[src/logic/lpc_pkg.sv]
// package: register map, field layout, reset values, timing and bus carriers of the oscillator calibration block
package lpc_pkg;

    // register byte addresses
    localparam logic [31:0] TRIM_ADDR = 32'hFFFF042C;
    localparam logic [31:0] CTRL_ADDR = 32'hFFFF0440;
    localparam logic [31:0] STAT_ADDR = 32'hFFFF0444;
    localparam logic [31:0] REF_ADDR = 32'hFFFF0448;
    localparam logic [31:0] LP_ADDR = 32'hFFFF044C;
    localparam logic [31:0] INT_STAT_ADDR = 32'hFFFF0450;
    localparam logic [31:0] INT_MASK_ADDR = 32'hFFFF0454;

    // field widths and positions
    localparam int TRIM_W = 4;
    localparam int CTRL_W = 5;
    localparam int CTRL_EN_BIT = 0;
    localparam int CTRL_CLR_REF_BIT = 1;
    localparam int CTRL_CLR_LP_BIT = 2;
    localparam int CTRL_RST_BIT = 3;
    localparam int CTRL_SRC_BIT = 4;
    localparam int STAT_BUSY_BIT = 0;
    localparam int STAT_DONE_BIT = 1;
    localparam int INT_W = 2;
    localparam int INT_DONE_BIT = 0;
    localparam int INT_TMO_BIT = 1;
    localparam int REF_W = 9;
    localparam int LP_W = 10;
    localparam int DIV_W = 2;
    localparam int TMR_W = 20;

    // reset values and fixed counts
    localparam logic [TRIM_W-1:0] TRIM_RST = 4'h8;
    localparam logic [CTRL_W-1:0] CTRL_RST = 5'h00;
    localparam logic [INT_W-1:0] INT_RST = 2'h0;
    localparam logic [REF_W-1:0] REF_FULL = 9'h1FF;
    localparam logic [DIV_W-1:0] DIV_LAST = 2'h3;

    // timing: expected pass length per reference, watchdog at twice that
    localparam int unsigned PCLK_HZ = 20_000_000;
    localparam int unsigned PASS_INT_US = 4000;
    localparam int unsigned PASS_XTAL_US = 16000;
    localparam int unsigned TMO_FACTOR = 2;
    localparam int unsigned PASS_INT_TMO_CYC = PASS_INT_US * (PCLK_HZ / 1_000_000) * TMO_FACTOR;
    localparam int unsigned PASS_XTAL_TMO_CYC = PASS_XTAL_US * (PCLK_HZ / 1_000_000) * TMO_FACTOR;

    typedef struct packed {
        logic psel;
        logic penable;
        logic pwrite;
        logic [31:0] paddr;
        logic [31:0] pwdata;
    } lpc_apb_req_t;

    typedef struct packed {
        logic [31:0] prdata;
        logic pready;
        logic pslverr;
    } lpc_apb_rsp_t;

endpackage

[src/logic/lpc_edge_cnt.sv]
// edge counter clocked by pclk, counting rising edges of the sampled level of a slow oscillator, with optional divide-by-four
module lpc_edge_cnt
    import lpc_pkg::*;
#(
    parameter int unsigned WIDTH = 9
) (
    // clock and reset
    input logic pclk,
    input logic presetn,
    // oscillator level and control
    input logic osc_lvl,
    input logic div4_en,
    input logic run,
    input logic clear,
    // count
    output logic [WIDTH-1:0] count
);

    typedef struct packed {
        logic prev;
        logic [DIV_W-1:0] pre;
        logic [WIDTH-1:0] cnt;
    } lpc_cnt_state_t;

    lpc_cnt_state_t s_q;
    lpc_cnt_state_t s_d;
    logic rise;
    logic step;

    always_comb begin
        s_d = s_q;
        s_d.prev = osc_lvl;
        rise = osc_lvl & ~s_q.prev;
        step = 1'b0;
        if (clear) begin
            s_d.cnt = '0;
            s_d.pre = '0;
        end else if (run && rise) begin
            if (div4_en) begin
                s_d.pre = s_q.pre + 2'h1;
                step = (s_q.pre == DIV_LAST);
            end else begin
                step = 1'b1;
            end
        end
        // saturate so a stuck reference cannot wrap the count
        if (step && (s_q.cnt != {WIDTH{1'b1}})) begin
            s_d.cnt = s_q.cnt + {{(WIDTH-1){1'b0}}, 1'b1};
        end
    end

    // the count lives in the register clock domain, so software reads a settled value
    always_ff @(posedge pclk or negedge presetn) begin
        if (!presetn) begin
            s_q <= '0;
        end else begin
            s_q <= s_d;
        end
    end

    assign count = s_q.cnt;

endmodule

[src/logic/lpc_calib.sv]
// top of the low-power oscillator calibration block with its APB register slave
module lpc_calib
    import lpc_pkg::*;
#(
    parameter int unsigned INT_TMO_CYC = PASS_INT_TMO_CYC,
    parameter int unsigned XTAL_TMO_CYC = PASS_XTAL_TMO_CYC
) (
    // clock and reset
    input logic pclk,
    input logic presetn,
    // register bus
    input lpc_apb_req_t apb_i,
    output lpc_apb_rsp_t apb_o,
    // oscillator levels, sampled on pclk
    input logic prec_osc,
    input logic xtal_osc,
    input logic lp_osc,
    // oscillator trim and interrupt
    output logic [TRIM_W-1:0] lp_trim,
    output logic irq
);

    ////////////////////////////////////////////////////////////////////////////////
    // state

    typedef struct packed {
        logic [TRIM_W-1:0] trim;
        logic [CTRL_W-1:0] ctrl;
        logic busy;
        logic done;
        logic [TMR_W-1:0] timer;
        logic [INT_W-1:0] int_stat;
        logic [INT_W-1:0] int_mask;
        logic [31:0] prdata;
        logic pready;
        logic pslverr;
        logic irq;
    } lpc_state_t;

    localparam logic [TMR_W-1:0] LIM_INT = TMR_W'(INT_TMO_CYC);
    localparam logic [TMR_W-1:0] LIM_XTAL = TMR_W'(XTAL_TMO_CYC);

    lpc_state_t s_q;
    lpc_state_t s_d;
    logic [REF_W-1:0] ref_cnt;
    logic [LP_W-1:0] lp_cnt;
    logic ref_full;
    logic ref_lvl;
    logic setup;
    logic access;
    logic hit;
    logic wr_ctrl;
    logic start;
    logic abort;
    logic run;
    logic ref_clr;
    logic lp_clr;
    logic [TMR_W-1:0] limit;
    logic [31:0] rdata;

    ////////////////////////////////////////////////////////////////////////////////
    // counters

    // a source switch can look like one edge; counts taken across a switch are invalid
    assign ref_lvl = s_q.ctrl[CTRL_SRC_BIT] ? xtal_osc : prec_osc;
    assign ref_full = (ref_cnt == REF_FULL);

    lpc_edge_cnt #(.WIDTH(REF_W)) u_ref_cnt (
        .pclk(pclk),
        .presetn(presetn),
        .osc_lvl(ref_lvl),
        .div4_en(1'b0),
        .run(run),
        .clear(ref_clr),
        .count(ref_cnt)
    );

    // crystal reference runs at a quarter rate, so the low-power side is divided to match
    lpc_edge_cnt #(.WIDTH(LP_W)) u_lp_cnt (
        .pclk(pclk),
        .presetn(presetn),
        .osc_lvl(lp_osc),
        .div4_en(s_d.ctrl[CTRL_SRC_BIT]),
        .run(run),
        .clear(lp_clr),
        .count(lp_cnt)
    );

    ////////////////////////////////////////////////////////////////////////////////
    // bus decode and read mux

    assign setup = apb_i.psel & ~apb_i.penable;
    assign access = apb_i.psel & apb_i.penable & s_q.pready;

    always_comb begin
        hit = 1'b1;
        rdata = 32'h0000_0000;
        case (apb_i.paddr)
            TRIM_ADDR: rdata[TRIM_W-1:0] = s_q.trim;
            CTRL_ADDR: rdata[CTRL_W-1:0] = s_q.ctrl;
            STAT_ADDR: begin
                rdata[STAT_BUSY_BIT] = s_q.busy;
                rdata[STAT_DONE_BIT] = s_q.done;
            end
            REF_ADDR: rdata[REF_W-1:0] = ref_cnt;
            LP_ADDR: rdata[LP_W-1:0] = lp_cnt;
            INT_STAT_ADDR: rdata[INT_W-1:0] = s_q.int_stat;
            INT_MASK_ADDR: rdata[INT_W-1:0] = s_q.int_mask;
            default: hit = 1'b0;
        endcase
    end

    assign wr_ctrl = access & apb_i.pwrite & (apb_i.paddr == CTRL_ADDR);

    ////////////////////////////////////////////////////////////////////////////////
    // next state

    always_comb begin
        s_d = s_q;
        s_d.pready = 1'b0;
        s_d.pslverr = 1'b0;
        start = 1'b0;
        abort = 1'b0;
        limit = s_q.ctrl[CTRL_SRC_BIT] ? LIM_XTAL : LIM_INT;
        // zero-wait slave: data captured in setup, ready in the access cycle
        if (setup) begin
            s_d.pready = 1'b1;
            s_d.prdata = rdata;
            s_d.pslverr = ~hit;
        end
        // reading the low-power count retires the done flag
        if (access && !apb_i.pwrite && (apb_i.paddr == LP_ADDR)) begin
            s_d.done = 1'b0;
        end
        if (access && apb_i.pwrite) begin
            case (apb_i.paddr)
                TRIM_ADDR: s_d.trim = apb_i.pwdata[TRIM_W-1:0];
                CTRL_ADDR: begin
                    s_d.ctrl = apb_i.pwdata[CTRL_W-1:0];
                    start = apb_i.pwdata[CTRL_EN_BIT] & ~s_q.ctrl[CTRL_EN_BIT] & ~apb_i.pwdata[CTRL_RST_BIT];
                    abort = ~apb_i.pwdata[CTRL_EN_BIT] & s_q.busy;
                end
                INT_STAT_ADDR: s_d.int_stat = s_q.int_stat & ~apb_i.pwdata[INT_W-1:0];
                INT_MASK_ADDR: s_d.int_mask = apb_i.pwdata[INT_W-1:0];
                default: ;
            endcase
        end
        // hardware sets below come after the clears, so a set in the same cycle wins
        if (s_d.ctrl[CTRL_RST_BIT]) begin
            s_d.busy = 1'b0;
            s_d.timer = '0;
        end else if (start) begin
            s_d.busy = 1'b1;
            s_d.timer = '0;
        end else if (abort) begin
            s_d.busy = 1'b0;
        end else if (s_q.busy && ref_full) begin
            s_d.busy = 1'b0;
            s_d.done = 1'b1;
            s_d.int_stat[INT_DONE_BIT] = 1'b1;
        end else if (s_q.busy && (s_q.timer >= limit)) begin
            // a dead reference would otherwise leave the pass running forever
            s_d.busy = 1'b0;
            s_d.int_stat[INT_TMO_BIT] = 1'b1;
        end else if (s_q.busy) begin
            s_d.timer = s_q.timer + 20'h00001;
        end
        s_d.irq = |(s_d.int_stat & s_d.int_mask);
    end

    // counters run only with the pass; start clears both so each pass begins at zero
    assign run = s_d.busy;
    assign ref_clr = start | s_d.ctrl[CTRL_RST_BIT] | s_d.ctrl[CTRL_CLR_REF_BIT];
    assign lp_clr = start | s_d.ctrl[CTRL_RST_BIT] | s_d.ctrl[CTRL_CLR_LP_BIT];

    always_ff @(posedge pclk or negedge presetn) begin
        if (!presetn) begin
            s_q <= '{trim: TRIM_RST, ctrl: CTRL_RST, int_stat: INT_RST, int_mask: INT_RST, default: '0};
        end else begin
            s_q <= s_d;
        end
    end

    ////////////////////////////////////////////////////////////////////////////////
    // outputs

    // the trim code goes straight to the oscillator; a larger code slows it
    assign lp_trim = s_q.trim;
    assign irq = s_q.irq;
    assign apb_o = '{prdata: s_q.prdata, pready: s_q.pready, pslverr: s_q.pslverr};
endmodule

[config.mk]
export PLATFORM = sky130hd
export DESIGN_NAME = lpc_calib
export DESIGN_NICKNAME = d
export VERILOG_FILES = /design/src/logic/lpc_pkg.sv /design/src/logic/lpc_edge_cnt.sv /design/src/logic/lpc_calib.sv
export SDC_FILE = /design/constraint.sdc
export NUM_CORES = 1
export LEC_CHECK = 0
export BUFFER_PORTS_ARGS = -buffer_cell sky130_fd_sc_hd__buf_2
export CAP_MARGIN = 5
export CORE_ASPECT_RATIO = 0.9
export CORE_MARGIN = 8
export CORE_UTILIZATION = 30
export DETAILED_ROUTE_END_ITERATION = 10
export PLACE_DENSITY = 0.47
export RECOVER_POWER = 100
export SLEW_MARGIN = 20
export SYNTH_ARGS = -nofsm -noshare
export SYNTH_HDL_FRONTEND = slang
export SYNTH_SLANG_ARGS = --single-unit
[constraint.sdc]
create_clock -name pclk -period 2.9 [get_ports pclk]
set_input_delay 0.29 -clock pclk [delete_from_list [all_inputs] [get_ports pclk]]
set_output_delay 0.29 -clock pclk [all_outputs]
set_load 0.02 [all_outputs]
# Word level (Yosys, flattened, before mapping)
# Index checks and enable logic that the tools add are counted.
[op_classes]
addsub = 4
order_cmp = 1
n_eq_ne = 14
n_mux = 49
bitwise = 21
reduce_logical = 21
[op_table]
columns = ["op", "n"]
rows = [
  ["32-bit == test (second input constant)", 7],
  ["20-bit 2-to-1 mux", 5],
  ["1-bit 2-to-1 mux", 23],
  ["23-bit 2-to-1 mux", 1],
  ["21-bit 2-to-1 mux", 1],
  ["20-bit by 1-bit adder with 20-bit output (second input constant)", 1],
  ["20-bit >= comparator", 1],
  ["10-bit 2-to-1 mux", 2],
  ["9-bit 2-to-1 mux", 2],
  ["2-bit 2-to-1 mux", 8],
  ["2-bit case mux with 7 select lines", 1],
  ["10-bit by 1-bit adder with 10-bit output (second input constant)", 1],
  ["5-bit 2-to-1 mux", 2],
  ["10-bit inequality test (second input constant)", 1],
  ["9-bit by 1-bit adder with 9-bit output (second input constant)", 1],
  ["9-bit == test (second input constant)", 1],
  ["1-bit logical AND", 9],
  ["3-bit inequality test (second input constant)", 3],
  ["9-bit inequality test (second input constant)", 1],
  ["1-bit AND", 8],
  ["2-bit case mux with 4 select lines", 1],
  ["4-bit case mux with 2 select lines", 1],
  ["2-bit nonzero test", 4],
  ["1-bit NOT", 7],
  ["other kinds (13)", 18],
]
[word_totals]
ff_bits = 71
inputBits = 72
output_inout_bits = 39
word_cells = 127

# Longest topological paths before layout
# Gate-level depths: netlist (run 1).
[depth]
ltp_word = 13
mapped_depth = 11

# Cells and area by module
# Synthesis (run 1) repeated with hierarchy kept, for this count alone.
[unflattened]
cells_unflattened = 513
hier_area_um2 = 4875.9
[modules_own_cells]
columns = ["module", "instances", "cells_per_inst", "area_each_um2", "seq_area_each_um2"]
rows = [
  ["lpc_calib", 1, 363, 3357.0, 1202.4],
  ["lpc_edge_cnt (u_lp_cnt)", 1, 80, 805.8, 325.3],
  ["lpc_edge_cnt (u_ref_cnt)", 1, 70, 713.2, 300.3],
]

# Worst setup path after synthesis (run 1)
# OpenSTA, ideal clock, no wires.
[synth_path]
path_type = "input-to-reg"
startpoint = "input port apb_i[41] in the netlist's numbering"
endpoint = "register u_ref_cnt.s_q, in the netlist u_ref_cnt.count[3]"
t_arrival_ns = 2.892
required_time_ns = 2.822
path_slack_ns = -0.070
cell_stages = 8
n_path_buf = 1
cell_sequence = "or4b_4 -> nor4_4 -> nand4_4 -> mux2_4 -> or4_1 -> buf_2 -> or4_1 -> a21oi_1"
[synth_lines]
columns = ["item", "line", "text"]
rows = [
  ["start, declared", "lpc_calib.sv:12", "input lpc_apb_req_t apb_i,"],
  ["end signal, assigned", "lpc_edge_cnt.sv:55", "s_q <= '0;"],
  ["end signal, assigned", "lpc_edge_cnt.sv:57", "s_q <= s_d;"],
  ["end, declared", "lpc_edge_cnt.sv:25", "lpc_cnt_state_t s_q;"],
]

==> flow_metrics.tcl, run 1 <==
set metrics [dict create \
    drive_above_1_share_pct 18.63 \
    viasPerCell 5.112 \
    initial_utilization_pct 30.66 \
    power_switching_w 0.0005356 \
    fin_total_pwr_w 0.002353 \
    die_footprint_sq_um 19160 \
    ioPinCount 111 \
    insertedDiodeCount 0 \
    cell_with_the_most_instances_on_the_worst_path "or4_1" \
    preCtsSetupSlack_ns -0.1294 \
    num_vias 3839 \
    synth_ff_type "dfrtp_1" \
    final_common_cell "dfrtp_1" \
    yosys_warnings 0 \
    cts-hold-fix-buffers 0 \
    h-tree-depth 3 \
    count_of_final_setup_violators 0 \
    p_int_w 0.001817 \
    globalplace.congestion 0.8015 \
    hpwl_after_detailed_placement_um 9122 \
    initial_antenna_violation_count 0 \
    wl_per_cell_um 16.19 \
    critical_path.endpoint_type "flip-flop" \
    count_of_mapped_cells_out_of_synthesis 481 \
    timing.hold.ws_ns 0.08888 \
    share_comb_of_total_power_pct 7.0 \
    worst_pin_slew_ns 2.098 \
    cell_area_after_synthesis_sq_um 4496 \
    avgSynthCellArea_sq_um 9.346 \
    fin_nets 636 \
    arrival_ns 3.01 \
    number_of_slew_limit_violations_in_the_final_report 73 \
    clk_path_buf_depth 2 \
    ys_async_sr_fraction_pct 100.0 \
    post_cts.repair.setup_buffers 0 \
    num_rows 42 \
    totalWireLength_um 12160 \
    coreArea_sq_um 14660 \
    post_cts_gate_resize_count 0 \
    critical_path.slowest_cell "or4_1" \
    grt_max_degree 44 \
    die_width_um 145.0 \
    most-common-layout-cells "dfrtp_1 (70), buf_2 (40), a21oi_1 (32)" \
    netSwitchingFraction_pct 22.76 \
    number_of_detailed_route_iterations_in_the_first_pass 4 \
    detail-route-antenna-nets 0 \
    synth-edff-count 0 \
    ys_seq_area_share_pct 39.55 \
    synth_cell_types 59 \
    power.share.sequential_pct 42.7 \
    final_min_period_over_clock_period_pct 94.92 \
    first_global_vias 3942 \
    numClockSinks 71 \
    tritoncts "yes" \
    final.min_clock_period_ns 2.753 \
    clkSlewWorstSetupHoldPaths_ns 0.05 \
    drc 0 \
    vdd_ir_drop_max_v 0.0003464 \
    clock_power_share_pct 50.3 \
    die_height_um 132.1 \
    clock.fmax_mhz 363.3 \
    cp_delay_by_family_top "simple AND/OR/NAND/NOR gates" \
    rsz0062_at_grt "false" \
    timing_hold_violations_final 0 \
    outcome "finished with violations" \
    grt_resource_usage_total_pct 13.07 \
    worst_setup_path_start_kind "flip-flop" \
    power_density_nw_per_um2 444.4 \
    cp_cell_sequence "nand4_1 > nor4_4 > nand4_4 > mux2_4 > or4_1 > buf_4 > or4_1 > a21oi_1" \
    type_of_the_setup_path_with_the_least_slack "flip-flop to flip-flop" \
    max_cap_viols 2 \
    insertion_delay_ns 0.34 \
    io_buffer_count 61 \
    critical_path_required_ns 3.15 \
    violations "capacitance limit, slew limit" \
    numCtsBuffers 9 \
    postSynthRegisterBits 71 \
    critPathMaxFanout 16 \
    first_pass_grt_wire_length_um 20580 \
    worst_path_bufs_invs 1 \
    hold_class "input port to flip-flop" \
    root_buffer_cell "clkbuf_16" \
    largest_incremental_delay_on_the_critical_path_ns 0.47 \
    slew_headroom_pct -39.89 \
    timing.clock.skew_ns 0.007148 \
    area.growth.synth_to_final_pct 17.78 \
    detail_route.iter0.violations 230 \
    overflow 0 \
    final.setup.worst_slack_ns 0.1474 \
    num-fill-cells 1542 \
    setup_tns_ns 0 \
    power.static_leakage_nw 2.318 \
]
synthesized netlist by cell type (4+ instances only):
library cell / n / area share (%)
o31ai_1: 16 / 2.7
or3_1: 11 / 1.5
or4_1: 14 / 2.3
xor2_1: 10 / 1.9
o211ai_1: 5 / 0.84
o21ai_0: 20 / 2.2
mux2_2: 13 / 3.3
nor2_1: 23 / 1.9
nor4_1: 7 / 0.97
dfrtp_1: 70 / 39
buf_4: 38 / 6.3
ha_1: 14 / 3.9
nand2_1: 26 / 2.2
nor3_1: 15 / 1.7
mux2i_1: 10 / 2.2
nand2b_1: 8 / 1.1
nand3_1: 30 / 3.3
inv_1: 14 / 1.2
a21oi_1: 33 / 3.7
and3_1: 16 / 2.2
nand4_1: 17 / 2.4
clkbuf_1: 13 / 1.1
a31oi_1: 4 / 0.56
worst paths after layout:
kind,start,endpoint,slack (ns),cells past startpoint
worst min register to register,apb_o[5],apb_o[5],0.48,2
worst min-delay path,lp_osc,u_lp_cnt.s_q[12],0.09,1
worst max-delay path,apb_o[1],u_ref_cnt.count[5],0.15,8
min in group asynchronous,presetn,u_ref_cnt.count[3],0.62,2
worst max register to register,apb_o[1],u_ref_cnt.count[5],0.15,8
max in group asynchronous,presetn,s_q[40],1.01,2
metal layers:
metal / global-route usage, % / share of wire (%) / vias to the layer above
met2: 20.33 / 45 / 112
li1: - / - / 1882
met5: 0 / 0 / -
met3: 4.736 / 6.2 / 10
met4: 3.269 / 0.93 / 0
met1: 16.80 / 48 / 1835
cell families (layout without fill, tap and decap cells):
kind of cell / count (synthesis) / after routing / synth area share (%)
simple gates: 190 / 190 / 25.27
compound gates: 100 / 100 / 14.03
flops: 71 / 71 / 39.55
buf+inv: 70 / 121 / 9.212
mux: 24 / 24 / 5.817
fa+ha+maj: 14 / 14 / 3.897
xor+xnor: 11 / 11 / 2.143
other cells: 1 / 22 / 0.08342
flip-flops by register name (all words and copies together) (netlist names):
| name | count |
|---|---|
| u_lp_cnt.count | 10 |
| lp_trim | 4 |
| s_q | 31 |
| apb_o | 12 |
| u_lp_cnt.s_q | 3 |
| u_ref_cnt.count | 9 |
| u_ref_cnt.s_q | 1 |
| irq | 1 |
worst register-to-register path, cell delays in order (launching register included):
cell	delay [ns]
dfrtp_1	0.36
nand4_1	0.20
nor4_4	0.31
nand4_4	0.17
mux2_4	0.34
or4_1	0.46
buf_4	0.19
or4_1	0.48
a21oi_1	0.16
through the flow:
stage	instance area [sq um]	cells	utilization, %
after global placement	5040	737	34.37
after detailed placement	5040	737	34.37
after floorplan	4583	502	-
after CTS	5351	751	36.50
after global routing	5295	751	36.12
final	5295	751	36.12
power groups by stage:
| stage | sequential [W] | clock [W] | combinational [W] |
|---|---|---|---|
| final | 0.00101 | 0.00118 | 0.000165 |
| after global routing | 0.00101 | 0.00128 | 0.000185 |
| after CTS | 0.00100 | 0.00123 | 0.000172 |
| after detailed placement | 0.00102 | 0 | 0.000172 |
| after global placement | 0.00102 | 0 | 0.000169 |
| after floorplan | 0.00102 | 0 | 0.000113 |
final cells by class:
class	instances	area [sq um]	share of cell area, %
multi-input cells	361	2395	45.23
clock buffers	11	242.7	4.584
repair buffers	92	506.7	9.570
clock inverters	3	68.82	1.300
flip-flops and latches	71	1778	33.58
inverters	15	56.30	1.063
well taps	198	247.7	4.679
Note: power is estimated with default switching activity, not from simulation.
==> run 2: changes to the inputs <==
--- a/config.mk
+++ b/config.mk
@@ -11,9 +11,10 @@
 export CORE_MARGIN = 8
 export CORE_UTILIZATION = 30
 export DETAILED_ROUTE_END_ITERATION = 10
-export PLACE_DENSITY = 0.47
+export PLACE_DENSITY = 0.46
 export RECOVER_POWER = 100
 export SLEW_MARGIN = 20
 export SYNTH_ARGS = -nofsm -noshare
 export SYNTH_HDL_FRONTEND = slang
+export SYNTH_HIERARCHICAL = 1
 export SYNTH_SLANG_ARGS = --single-unit
==> flow_metrics.tcl, run 2 <==
set metrics [dict create \
    clock.fmax_mhz 347.2 \
    timing.hold.ws_ns 0.09913 \
    clock_power_share_pct 53.3 \
    numCtsBuffers 9 \
    tritoncts "yes" \
    fin_nets 678 \
    cts-hold-fix-buffers 0 \
    count_of_mapped_cells_out_of_synthesis 513 \
    ys_seq_area_share_pct 37.49 \
    num-fill-cells 1620 \
    post_synth_mux_area_share_pct 6.441 \
    vdd_ir_drop_max_v 0.0003083 \
    p_int_w 0.002004 \
    final_common_cell "dfrtp_1" \
    finalNonFillerCells 803 \
    coreArea_sq_um 16020 \
    first_global_vias 4085 \
    top_register "s_q" \
    num_vias 4047 \
    clk_path_buf_depth 2 \
    area.growth.synth_to_final_pct 21.43 \
    root_buffer_cell "clkbuf_16" \
    power.share.sequential_pct 40.5 \
    synth-edff-count 0 \
    avgSynthCellArea_sq_um 9.505 \
    synth_top_family_by_area "simple AND/OR/NAND/NOR gates" \
    post-synth-top-area-fraction_pct 36.95 \
    die_height_um 136.9 \
    critical_path.slowest_cell "dfrtp_2" \
    grt_resource_usage_total_pct 12.88 \
    first_pass_grt_wire_length_um 21000 \
    cp_delay_by_family_top "compound AO/OA/AOI/OAI gates" \
    initial_antenna_violation_count 0 \
    power_switching_w 0.0005532 \
    post_synthesis_share_of_cell_area_spent_on_and_or_nand_and_nor_gates_pct 25.53 \
    netSwitchingFraction_pct 21.63 \
    synth-compound-area-share_pct 13.78 \
    insertion_delay_ns 0.34 \
    post_synth_main_area_contributors "dfrtp_1 (37%), buf_4 (8.8%), ha_1 (3.8%)" \
    placedCellCount 784 \
    numClockSinks 73 \
    die_footprint_sq_um 20590 \
    power.static_leakage_nw 2.680 \
    number_of_slew_limit_violations_in_the_final_report 74 \
    max_cap_viols 1 \
    timing.clock.skew_ns 0.005131 \
    initial_utilization_pct 30.44 \
    synth.largest_area_cell "dfrtp_1" \
    viasPerCell 5.040 \
    violations "capacitance limit, slew limit" \
    arrival_ns 3.11 \
    number_of_flip_flops_under_the_largest_register_name 31 \
    ioPinCount 111 \
    yosys_warnings 6 \
    drc 0 \
    final.min_clock_period_ns 2.880 \
    detail_route.iter0.violations 266 \
    power_density_nw_per_um2 431.9 \
    post-synth-top-count-cell "dfrtp_1" \
    share_comb_of_total_power_pct 6.2 \
    ys_async_sr_fraction_pct 100.0 \
    slew_headroom_pct -26.94 \
    setup_tns_ns 0 \
    grt_max_degree 74 \
    postSynthRegisterBits 73 \
    overflow 0 \
    die_width_um 150.4 \
    io_buffer_count 61 \
    count_of_final_setup_violators 0 \
    globalplace.congestion 0.8216 \
    num_rows 44 \
    critical_path_required_ns 3.13 \
    wl_per_cell_um 16.48 \
    hold_class "input port to flip-flop" \
    timing_hold_violations_final 0 \
    outcome "finished with violations" \
    worst_setup_path_start_kind "flip-flop" \
    critPathMaxFanout 6 \
    hpwl_after_detailed_placement_um 10050 \
    final.setup.worst_slack_ns 0.01990 \
    fin_total_pwr_w 0.002557 \
    final_min_period_over_clock_period_pct 99.31 \
    area_occupied_by_multi_input_gates_sq_um 2685 \
    most-common-layout-cells "dfrtp_1 (71), buf_2 (59), buf_4 (52)" \
    h-tree-depth 3 \
    critical_path.endpoint_type "flip-flop" \
    totalWireLength_um 13230 \
    worst_path_bufs_invs 0 \
    rsz0062_at_grt "true" \
    synth_cell_types 72 \
    ys_top_cells_by_count "dfrtp_1 (72), buf_4 (57), nand2_1 (41), nor2_1 (30), a21oi_1 (29)" \
    insertedDiodeCount 0 \
    cp_cell_sequence "ha_1 > a211o_1 > a221o_1 > a21oi_2 > nand2_2 > o22ai_4 > and3b_2 > nand4b_4 > or4_1 > o211a_1" \
    type_of_the_setup_path_with_the_least_slack "flip-flop to flip-flop" \
    detail-route-antenna-nets 0 \
    number_of_detailed_route_iterations_in_the_first_pass 4 \
    preCtsSetupSlack_ns -0.3068 \
    largest_incremental_delay_on_the_critical_path_ns 0.47 \
    footprint_of_the_flip_flops_and_latches_sq_um 1829 \
    clkSlewWorstSetupHoldPaths_ns 0.06 \
    yosys.area_share.adder_pct 3.849 \
    drive_above_1_share_pct 30.70 \
    cell_area_after_synthesis_sq_um 4876 \
    worst_pin_slew_ns 1.904 \
    synth_xor_xnor_area_share_pct 1.078 \
    synth_ff_type "dfrtp_1" \
]
==> run 2: cell count changes in the layout (fill, tap and decap cells not counted), moves of 8 or more <==
cell / delta
and3_1: -8
buf_2: +19
buf_4: +31
clkbuf_1: -28
nand2_1: +14
nand3_1: -9
nor3_1: -8
o21ai_0: -13
==> run 2: power groups by stage <==
stage / combinational, W / clock [W] / sequential (W)
2_1_floorplan: 0.000111 / 0 / 0.00105
3_3_place_gp: 0.000160 / 0 / 0.00105
3_5_place_dp: 0.000162 / 0 / 0.00105
4_1_cts: 0.000163 / 0.00140 / 0.00103
5_1_grt: 0.000177 / 0.00144 / 0.00104
6_report: 0.000160 / 0.00136 / 0.00103
==> run 2: per-stage QoR <==
| stage | cell area [sq um] | util [%] |
|---|---|---|
| floorplan | 5034 | - |
| global placement | 5487 | 34.25 |
| detailed placement | 5487 | 34.25 |
| CTS | 5868 | 36.63 |
| global route | 5921 | 36.96 |
| finish | 5921 | 36.96 |
==> run 2: timing repair <==
item / 4_1_cts / 5_1_grt
buffers inserted: 2 / 1
setup endpoints to repair: 16 / 18
gates resized for setup: 4 / 9
pin swaps: 3 / 2
cloned: 0 / 0
==> run 2: worst paths after layout <==
kind                           from                 to  slack, ns  depth (start not counted)
max                         s_q[65]  u_lp_cnt/count[9]       0.02                         10
min                          lp_osc   u_lp_cnt/s_q[12]        0.1                          1
max reg2reg                 s_q[65]  u_lp_cnt/count[9]       0.02                         10
min reg2reg                apb_o[7]           apb_o[7]       0.48                          2
max in group asynchronous   presetn            s_q[65]       1.19                          1
min in group asynchronous   presetn   u_ref_cnt/s_q[9]       0.48                          1
==> run 2: area by class of cell <==
class	count	area share (%)
Tap cell	207	4.374
Sequential cell	73	30.90
Inverter	19	1.247
Multi-Input combinational cell	374	45.35
Clock inverter	6	2.198
Timing Repair Buffer	114	12.07
Clock buffer	10	3.867
==> run 2: kinds of logic after synthesis <==
kind of cell,Yosys count
other,1
xor gates and xnor gates,6
buffers and inverters,91
AOI/OAI and AO/OA,95
muxes,29
adders and majority gates,15
and+or+nand+nor,203
DFF,73
==> run 2: metal layers <==
metal / global-route usage (%) / up-vias / routed length (um) / part of all wire [%]
li1: - / 1987 / - / -
met1: 16.62 / 1984 / 6035 / 46
met2: 20.91 / 66 / 6485 / 49
met3: 3.174 / 10 / 575 / 4.3
met4: 3.716 / 0 / 135 / 1.0
met5: 0 / - / 0 / 0
